**config.mk**
```make
export PLATFORM = sky130hd
export DESIGN_NAME = ext_irq_unit
export DESIGN_NICKNAME = d
export VERILOG_FILES = /design/src/verilog/ext_irq_pkg.sv /design/src/verilog/ext_irq_unit.sv
export SDC_FILE = /design/constraint.sdc
export NUM_CORES = 1
export LEC_CHECK = 0
export BUFFER_PORTS_ARGS = -buffer_cell sky130_fd_sc_hd__buf_2
export CORE_ASPECT_RATIO = 2
export CORE_MARGIN = 3
export CORE_UTILIZATION = 43
export DETAILED_ROUTE_END_ITERATION = 8
export PLACE_DENSITY = 0.77
export SYNTH_ARGS = -nofsm -noshare
export SYNTH_HDL_FRONTEND = slang
export SYNTH_SLANG_ARGS = --single-unit
```
**constraint.sdc**
```tcl
create_clock -name mclk -period 2.74 [get_ports mclk]
set_input_delay 0.411 -clock mclk [delete_from_list [all_inputs] [get_ports mclk]]
set_output_delay 0.411 -clock mclk [all_outputs]
set_load 0.05 [all_outputs]
```
**src/verilog/ext_irq_pkg.sv**
```systemverilog
// constants for the external pin interrupt unit
// Function
// - reset always starts at address 0x0000
// - fixed vector addresses 0x0001 to 0x000A
// - pins fire even when driven as outputs
// - any masked pin toggle raises group request
// - pin change detected without any clock
// - sense field picks level, change, fall, rise
// - edges recognised only with I/O clock running
// - low level detected without the I/O clock
// - level mode requests while pin stays low
// - level gone early: wake, but no interrupt
// - pin sampled first; long pulses always caught
// - pin interrupt needs global and own enable
// - pin flag set on edge, cleared by vector/W1C
// - pin flag reads zero in level mode
// - change flag set on change, cleared by vector/W1C
// - change interrupt needs group and global enable
// - each mask bit enables one watched pin
// - unused register bits always read zero
package ext_irq_pkg;

    // register indices; byte address is four times the index
    localparam logic [5:0] IDX_SENSE = 6'h15;
    localparam logic [5:0] IDX_EXT_MASK = 6'h14;
    localparam logic [5:0] IDX_EXT_FLAGS = 6'h13;
    localparam logic [5:0] IDX_CHG_CTRL = 6'h12;
    localparam logic [5:0] IDX_CHG_FLAGS = 6'h11;
    localparam logic [5:0] IDX_CHG_MASK = 6'h10;

    // field positions and reset values
    localparam int SENSE_LSB = 0;
    localparam int ENABLE_BIT = 0;
    localparam int FLAG_BIT = 0;
    localparam int PIN_COUNT = 4;
    localparam logic [1:0] SENSE_RESET = 2'h0;
    localparam logic [3:0] CHG_MASK_RESET = 4'h0;

    typedef enum logic [1:0] {
        SENSE_LOW = 2'b00,
        SENSE_ANY = 2'b01,
        SENSE_FALL = 2'b10,
        SENSE_RISE = 2'b11
    } sense_t;

    // program addresses of vectors
    localparam logic [15:0] VEC_RESET = 16'h0000;
    localparam logic [15:0] VEC_EXT = 16'h0001;
    localparam logic [15:0] VEC_CHANGE = 16'h0002;
    localparam logic [15:0] VEC_ADC = 16'h000A;
    localparam int PERIPH_COUNT = 8;
    localparam int SRC_COUNT = 10;

    localparam logic [1:0] RESP_OKAY = 2'h0;
    localparam logic [1:0] RESP_SLVERR = 2'h2;

    // register select codes
    localparam logic [2:0] SEL_NONE = 3'h0;
    localparam logic [2:0] SEL_SENSE = 3'h1;
    localparam logic [2:0] SEL_EXT_MASK = 3'h2;
    localparam logic [2:0] SEL_EXT_FLAGS = 3'h3;
    localparam logic [2:0] SEL_CHG_CTRL = 3'h4;
    localparam logic [2:0] SEL_CHG_FLAGS = 3'h5;
    localparam logic [2:0] SEL_CHG_MASK = 3'h6;

endpackage

```
**src/verilog/ext_irq_unit.sv**
```systemverilog
// external pin and pin change interrupt unit with axi4-lite registers
module ext_irq_unit
    import ext_irq_pkg::*;
(
    // clock and reset
    input wire logic mclk,
    input wire logic rst,
    // axi4-lite write
    input wire logic [7:0] awaddr,
    input wire logic awvalid,
    output logic awready,
    input wire logic [31:0] wdata,
    input wire logic [3:0] wstrb,
    input wire logic wvalid,
    output logic wready,
    output logic [1:0] bresp,
    output logic bvalid,
    input wire logic bready,
    // axi4-lite read
    input wire logic [7:0] araddr,
    input wire logic arvalid,
    output logic arready,
    output logic [31:0] rdata,
    output logic [1:0] rresp,
    output logic rvalid,
    input wire logic rready,
    // pads, read back even while driven as outputs
    input wire logic ext_irq_pin,
    input wire logic [3:0] change_watch_pins,
    // clocking and sleep
    input wire logic io_clk_run,
    output logic wake_req,
    // core side
    input wire logic core_global_ie,
    input wire logic [7:0] periph_req,
    output logic irq_req,
    output logic [15:0] irq_vector,
    input wire logic irq_ack,
    output logic [7:0] periph_ack,
    output logic [15:0] reset_vector
);

    ////////////////////////////////////////////////////////////////
    // address decode

    function automatic logic [2:0] reg_sel(input logic [7:0] a);
        logic [5:0] idx;
        idx = a[7:2];
        if (a[1:0] != 2'h0) begin
            return SEL_NONE;
        end else if (idx == IDX_SENSE) begin
            return SEL_SENSE;
        end else if (idx == IDX_EXT_MASK) begin
            return SEL_EXT_MASK;
        end else if (idx == IDX_EXT_FLAGS) begin
            return SEL_EXT_FLAGS;
        end else if (idx == IDX_CHG_CTRL) begin
            return SEL_CHG_CTRL;
        end else if (idx == IDX_CHG_FLAGS) begin
            return SEL_CHG_FLAGS;
        end else if (idx == IDX_CHG_MASK) begin
            return SEL_CHG_MASK;
        end else begin
            return SEL_NONE;
        end
    endfunction

    // masked pins that differ from the last sampled value
    function automatic logic masked_change(input logic [3:0] now_v, input logic [3:0] last_v,
            input logic [3:0] mask_v);
        return |((now_v ^ last_v) & mask_v);
    endfunction

    ////////////////////////////////////////////////////////////////
    // registers and state

    sense_t sense_r;
    logic ext_en_r;
    logic ext_flag_r;
    logic chg_en_r;
    logic chg_flag_r;
    logic [3:0] chg_mask_r;

    logic ext_meta_r;
    logic ext_sync_r;
    logic ext_prev_r;
    logic [3:0] chg_meta_r;
    logic [3:0] chg_sync_r;
    logic [3:0] chg_prev_r;

    logic aw_held_r;
    logic [7:0] aw_addr_r;
    logic w_held_r;
    logic [31:0] w_data_r;
    logic [3:0] w_strb_r;
    logic bvalid_r;
    logic [1:0] bresp_r;
    logic rvalid_r;
    logic [31:0] rdata_r;
    logic [1:0] rresp_r;

    logic irq_req_r;
    logic [3:0] pres_idx_r;
    logic [15:0] irq_vector_r;

    logic do_write;
    logic [2:0] wr_sel;
    logic lane0;
    logic level_mode;
    logic ext_edge_hit;
    logic change_group_request;
    logic ext_req;
    logic chg_req;
    logic [9:0] src_req;
    logic ack_ext;
    logic ack_chg;
    logic irq_req_nxt;
    logic [3:0] pres_idx_nxt;
    logic [31:0] rd_word;
    logic reg_wr;
    logic ext_w1c;
    logic chg_w1c;
    logic level_wake;
    logic change_wake;

    assign reset_vector = VEC_RESET;

    ////////////////////////////////////////////////////////////////
    // pad synchronisers and detection

    always_ff @(posedge mclk or posedge rst) begin
        if (rst) begin
            ext_meta_r <= 1'b1;
            ext_sync_r <= 1'b1;
        end else begin
            ext_meta_r <= ext_irq_pin;
            ext_sync_r <= ext_meta_r;
        end
    end

    always_ff @(posedge mclk or posedge rst) begin
        if (rst) begin
            chg_meta_r <= 4'h0;
            chg_sync_r <= 4'h0;
        end else begin
            chg_meta_r <= change_watch_pins;
            chg_sync_r <= chg_meta_r;
        end
    end

    always_ff @(posedge mclk or posedge rst) begin
        if (rst) begin
            ext_prev_r <= 1'b1;
        end else begin
            ext_prev_r <= ext_sync_r;
        end
    end

    always_ff @(posedge mclk or posedge rst) begin
        if (rst) begin
            chg_prev_r <= 4'h0;
        end else begin
            chg_prev_r <= chg_sync_r;
        end
    end

    assign level_mode = (sense_r == SENSE_LOW);

    // edges only count while the i/o clock runs
    always_comb begin
        ext_edge_hit = 1'b0;
        if (io_clk_run) begin
            case (sense_r)
                SENSE_ANY: ext_edge_hit = ext_sync_r ^ ext_prev_r;
                SENSE_FALL: ext_edge_hit = ext_prev_r & ~ext_sync_r;
                SENSE_RISE: ext_edge_hit = ~ext_prev_r & ext_sync_r;
                default: ext_edge_hit = 1'b0;
            endcase
        end
    end

    // either direction on any masked pin
    assign change_group_request = masked_change(chg_sync_r, chg_prev_r, chg_mask_r);

    // clockless wake paths compare the raw pads directly
    assign level_wake = level_mode & ext_en_r & ~ext_irq_pin;
    assign change_wake = chg_en_r
        & (chg_flag_r | masked_change(change_watch_pins, chg_prev_r, chg_mask_r));
    assign wake_req = level_wake | change_wake;

    ////////////////////////////////////////////////////////////////
    // flags

    always_ff @(posedge mclk or posedge rst) begin
        if (rst) begin
            ext_flag_r <= 1'b0;
        end else if (level_mode) begin
            ext_flag_r <= 1'b0;
        end else if (ext_edge_hit) begin
            ext_flag_r <= 1'b1;
        end else if (ack_ext || ext_w1c) begin
            ext_flag_r <= 1'b0;
        end
    end

    always_ff @(posedge mclk or posedge rst) begin
        if (rst) begin
            chg_flag_r <= 1'b0;
        end else if (change_group_request) begin
            chg_flag_r <= 1'b1;
        end else if (ack_chg || chg_w1c) begin
            chg_flag_r <= 1'b0;
        end
    end

    ////////////////////////////////////////////////////////////////
    // request arbitration toward the core

    // level mode asks for as long as the pin is low
    assign ext_req = core_global_ie & ext_en_r
        & (level_mode ? ~ext_sync_r : ext_flag_r);
    assign chg_req = core_global_ie & chg_en_r & chg_flag_r;
    assign src_req = {periph_req & {PERIPH_COUNT{core_global_ie}}, chg_req, ext_req};

    assign ack_ext = irq_ack & irq_req_r & (pres_idx_r == 4'h0);
    assign ack_chg = irq_ack & irq_req_r & (pres_idx_r == 4'h1);

    // scan downward so the lowest vector wins
    always_comb begin
        irq_req_nxt = 1'b0;
        pres_idx_nxt = 4'h0;
        for (int i = SRC_COUNT - 1; i >= 0; i--) begin
            if (src_req[i]) begin
                irq_req_nxt = 1'b1;
                pres_idx_nxt = 4'(i);
            end
        end
        // one idle cycle after a take avoids a double take
        if (irq_ack) begin
            irq_req_nxt = 1'b0;
        end
    end

    always_ff @(posedge mclk or posedge rst) begin
        if (rst) begin
            irq_req_r <= 1'b0;
            pres_idx_r <= 4'h0;
            irq_vector_r <= VEC_EXT;
        end else begin
            irq_req_r <= irq_req_nxt;
            pres_idx_r <= pres_idx_nxt;
            irq_vector_r <= VEC_EXT + {12'h000, pres_idx_nxt};
        end
    end

    assign irq_req = irq_req_r;
    assign irq_vector = irq_vector_r;

    always_comb begin
        periph_ack = 8'h00;
        if (irq_ack && irq_req_r && pres_idx_r >= 4'h2) begin
            periph_ack[3'(pres_idx_r - 4'h2)] = 1'b1;
        end
    end

    ////////////////////////////////////////////////////////////////
    // axi4-lite write channel

    assign awready = ~aw_held_r & ~bvalid_r;
    assign wready = ~w_held_r & ~bvalid_r;
    assign do_write = aw_held_r & w_held_r;
    assign wr_sel = reg_sel(aw_addr_r);
    assign lane0 = w_strb_r[0];

    // register write and write-one-to-clear strobes, lane 0 only
    assign reg_wr = do_write & lane0;
    assign ext_w1c = reg_wr & (wr_sel == SEL_EXT_FLAGS) & w_data_r[FLAG_BIT];
    assign chg_w1c = reg_wr & (wr_sel == SEL_CHG_FLAGS) & w_data_r[FLAG_BIT];

    always_ff @(posedge mclk or posedge rst) begin
        if (rst) begin
            aw_held_r <= 1'b0;
            aw_addr_r <= 8'h00;
        end else if (do_write) begin
            aw_held_r <= 1'b0;
        end else if (awvalid && awready) begin
            aw_held_r <= 1'b1;
            aw_addr_r <= awaddr;
        end
    end

    always_ff @(posedge mclk or posedge rst) begin
        if (rst) begin
            w_held_r <= 1'b0;
            w_data_r <= 32'h0000_0000;
            w_strb_r <= 4'h0;
        end else if (do_write) begin
            w_held_r <= 1'b0;
        end else if (wvalid && wready) begin
            w_held_r <= 1'b1;
            w_data_r <= wdata;
            w_strb_r <= wstrb;
        end
    end

    always_ff @(posedge mclk or posedge rst) begin
        if (rst) begin
            bvalid_r <= 1'b0;
            bresp_r <= RESP_OKAY;
        end else if (do_write) begin
            bvalid_r <= 1'b1;
            bresp_r <= (wr_sel == SEL_NONE) ? RESP_SLVERR : RESP_OKAY;
        end else if (bready) begin
            bvalid_r <= 1'b0;
        end
    end

    assign bvalid = bvalid_r;
    assign bresp = bresp_r;

    // control registers; reserved bits are never stored
    always_ff @(posedge mclk or posedge rst) begin
        if (rst) begin
            sense_r <= sense_t'(SENSE_RESET);
            ext_en_r <= 1'b0;
            chg_en_r <= 1'b0;
            chg_mask_r <= CHG_MASK_RESET;
        end else if (reg_wr) begin
            if (wr_sel == SEL_SENSE) begin
                sense_r <= sense_t'(w_data_r[SENSE_LSB +: 2]);
            end else if (wr_sel == SEL_EXT_MASK) begin
                ext_en_r <= w_data_r[ENABLE_BIT];
            end else if (wr_sel == SEL_CHG_CTRL) begin
                chg_en_r <= w_data_r[ENABLE_BIT];
            end else if (wr_sel == SEL_CHG_MASK) begin
                chg_mask_r <= w_data_r[PIN_COUNT-1:0];
            end
        end
    end

    ////////////////////////////////////////////////////////////////
    // axi4-lite read channel

    always_comb begin
        rd_word = 32'h0000_0000;
        case (reg_sel(araddr))
            SEL_SENSE: rd_word[SENSE_LSB +: 2] = sense_r;
            SEL_EXT_MASK: rd_word[ENABLE_BIT] = ext_en_r;
            SEL_EXT_FLAGS: rd_word[FLAG_BIT] = ext_flag_r & ~level_mode;
            SEL_CHG_CTRL: rd_word[ENABLE_BIT] = chg_en_r;
            SEL_CHG_FLAGS: rd_word[FLAG_BIT] = chg_flag_r;
            SEL_CHG_MASK: rd_word[PIN_COUNT-1:0] = chg_mask_r;
            default: rd_word = 32'h0000_0000;
        endcase
    end

    assign arready = ~rvalid_r;

    always_ff @(posedge mclk or posedge rst) begin
        if (rst) begin
            rvalid_r <= 1'b0;
            rdata_r <= 32'h0000_0000;
            rresp_r <= RESP_OKAY;
        end else if (arvalid && arready) begin
            rvalid_r <= 1'b1;
            rdata_r <= rd_word;
            rresp_r <= (reg_sel(araddr) == SEL_NONE) ? RESP_SLVERR : RESP_OKAY;
        end else if (rready) begin
            rvalid_r <= 1'b0;
        end
    end

    assign rvalid = rvalid_r;
    assign rdata = rdata_r;
    assign rresp = rresp_r;

endmodule // ext_irq_unit

```
==> impl_metrics.toml <==
[yosys]
async_reset_ff_frac = 1.00
synth_top_area_share = 0.463
yosys_warnings = 0
synth_ff_type = "dfrtp_1"
synth_cell_type_count = 42
ys_top_cells_by_area = "dfrtp_1 (46%), buf_4 (15%), mux2_2 (8.1%)"
synth-edff-count = 0
synth_seq_cells = 58
yosysSeqAreaShare = 0.499
synthCells = 263
syn_area_per_cell_um2 = 11.1
netlist_area_um2 = 2920
netlist.top_cell.by_area = "dfrtp_1"

[run]
max_cap_viol_count = 0

[routing]
drtIter0Drc = 86
wl_um = 5630
wl_per_cell_um = 13.0
routed_via_density = 4.66
via_count = 2024
final_antenna_net_count = 0
dr.pass1.iters = 4
drc_errors = 0

[place]
port_buffers = 69
place_area_um2 = 3160
dpl.hpwl_um = 4390
gp_congestion = 0.738
dpl_worst_slack_ps = 791

[cts]
numClockSinks = 58
cts_tree = "built"
root_buffer = "clkbuf_16"
cts_buffer_depth = 2
post_cts_resized = 0
clk_latency_ps = 330
htreeDepth = 3
cts_hold_buf = 0
path_clk_slew_ps = 50
cts-buffers-inserted = 9
post_cts_buffers = 0

[critical_path]
crit_path_start_kind = "flop"
path_delay_family = "compound AO/OA/AOI/OAI gates"
crit_slowest_cell = "dfrtp_1"
cp_num_buf_inv = 1
critPathKind = "flop to output pin"
critPathRequiredTime_ps = 2330
crit_arrival_ps = 1740
cpPeakStageDelay_ps = 390
reg2reg_slack_ps = 780
cp_cell_sequence = "xor2_1 > a222oi_1 > nand2_1 > a21o_1 > buf_2"
critPathMaxFanout = 2
end_kind = "output pin"

[final_layout]
area_delta_synth_final_pct = 19.4
fin_area_um2 = 3480
drive_gt1_frac = 0.333
diodes = 0
nNetsFinal = 421

[floorplanning]
fp.dieW_um = 64.2
core_um2 = 6460
rows = 41
dieArea_um2 = 7870
start_util = 0.451
num_io_pins = 158
die_h_um = 122

[sta]
rsz0062_at_grt = "no"
min_period_ps = 2150
tightest_slew_ps = 953
finalSetupTns_ps = 0
setup_violations = 0
fin_skew_ps = 3.85
slew-limit-headroom = 0.364
finalCritPeriodShare = 0.786
maxSlewViolCount = 0
setup_slack_ps = 586
fmax_mhz = 464
hold_ws_ps = 193
hold_viol_final = 0

[power]
ir_worst_vdd_v = 0.000715
p_leak_nw = 1.77
powerDensity_nw_per_um2 = 912
power_mw = 3.18

[run_status]
status = "finished clean"

[hold_path]
hp-class = "input pin to flop"

[grt]
grtUsageTotal = 0.151
grt_overflow_total = 0
grt_max_degree = 48
grt_pass1_wl_um = 8810
antenna_found_initial = 0
grt_pass1_vias = 1993
[report_power, final]
group | switching (mW) | total (mW) | leakage [nW] | internal, mW
Combinational | 0.544 | 0.800 | 0.904 | 0.256
Sequential | 0.156 | 1.19 | 0.713 | 1.04
Clock | 0.368 | 1.18 | 0.156 | 0.816
[routing by layer]
metal / wire length (um) / global-route usage / part of all wire
met1: 1890 / 0.134 / 0.34
met2: 3120 / 0.284 / 0.55
met3: 455 / 0.0430 / 0.081
met4: 164 / 0.0993 / 0.029
met5: 0 / 0 / 0
[placed cells by master (no fill, tap or decap), types with 2 or more instances in the layout]
cell type	n
a21o_1	2
a21oi_1	4
a22o_1	2
a22oi_1	2
and2_1	3
and3_1	2
buf_2	69
buf_4	2
bufinv_16	2
clkbuf_16	9
clkinv_2	2
conb_1	58
dfrtp_1	54
dfstp_2	4
ha_1	3
inv_1	6
mux2_2	21
mux2i_1	2
nand2_1	17
nand2b_1	4
nand3_1	8
nand3b_1	5
nor2_1	15
nor2b_1	3
nor3_1	7
nor3b_1	2
nor4b_1	2
o21ai_0	7
o31ai_1	3
o41ai_1	2
xor2_1	8
[cells by family after synthesis]
family	Yosys count	synth area share
other	1	0.00129
buffers and inverters	66	0.158
muxes	24	0.0956
and+or+nand+nor	71	0.131
AOI/OAI and AO/OA	31	0.0750
DFF	58	0.499
xor gates and xnor gates	9	0.0270
adders and majority gates	3	0.0129
[sequential cells by signal (all words and copies together), names as in the netlist, 2 cells and up]
register,cells
aw_addr_r,8
irq_vector,5
chg_mask_r,4
chg_meta_r,4
chg_prev_r,4
chg_sync_r,4
pres_idx_r,4
rdata,4
w_data_r,4
sense_r,2
[through the flow]
| stage | util | cells |
|---|---|---|
| floorplan | - | 320 |
| global placement | 0.490 | 418 |
| detailed placement | 0.490 | 418 |
| CTS | 0.539 | 434 |
| global route | 0.539 | 434 |
| finish | 0.539 | 434 |
[worst register-to-register path: stages, from the launching register on]
cell	delay (ps)
dfrtp_1	470
o21a_1	250
o211ai_1	410
nand2_1	130
nor3_1	280
ha_1	290
[layout make-up]
| cell class | instances | area (um2) |
|---|---|---|
| Fill cell | 593 | 2980 |
| Multi-Input combinational cell | 196 | 1210 |
| Clock buffer | 11 | 243 |
| Timing Repair Buffer | 71 | 360 |
| Sequential cell | 58 | 1460 |
| Inverter | 7 | 26.3 |
| Clock inverter | 5 | 77.6 |
| Tap cell | 86 | 108 |
[synth_stat cells (2+ instances only)]
cell	count
inv_1	7
mux2i_1	2
nand2b_1	4
nor4b_1	2
nor3b_1	2
a21oi_1	4
and2_1	3
xor2_1	8
nand3b_1	5
dfrtp_1	54
clkbuf_1	2
a22o_1	2
dfstp_2	4
and3_1	2
mux2_2	21
ha_1	3
o21ai_0	7
nor3_1	7
buf_4	57
nor2_1	15
a22oi_1	2
nor2b_1	3
a21o_1	2
o41ai_1	2
o31ai_1	3
nand2_1	17
nand3_1	8
[worst paths after layout]
path                                      endpoint  cells past startpoint                     from
hold reg to reg            chg_sync_r[1]$_DFF_PP0_                      0  chg_meta_r[1]$_DFF_PP0_
hold / removal                ext_meta_r$_DFF_PP1_                      1              ext_irq_pin
max in group asynchronous  chg_meta_r[1]$_DFF_PP0_                      3                      rst
setup reg to reg           irq_vector[1]$_DFF_PP0_                      5   sense_r[1]$_DFFE_PP0P_
min in group asynchronous  irq_vector[4]$_DFF_PP0_                      2                      rst
setup / recovery                          wake_req                      5  chg_prev_r[1]$_DFF_PP0_
(Power assumes the default switching activity.)
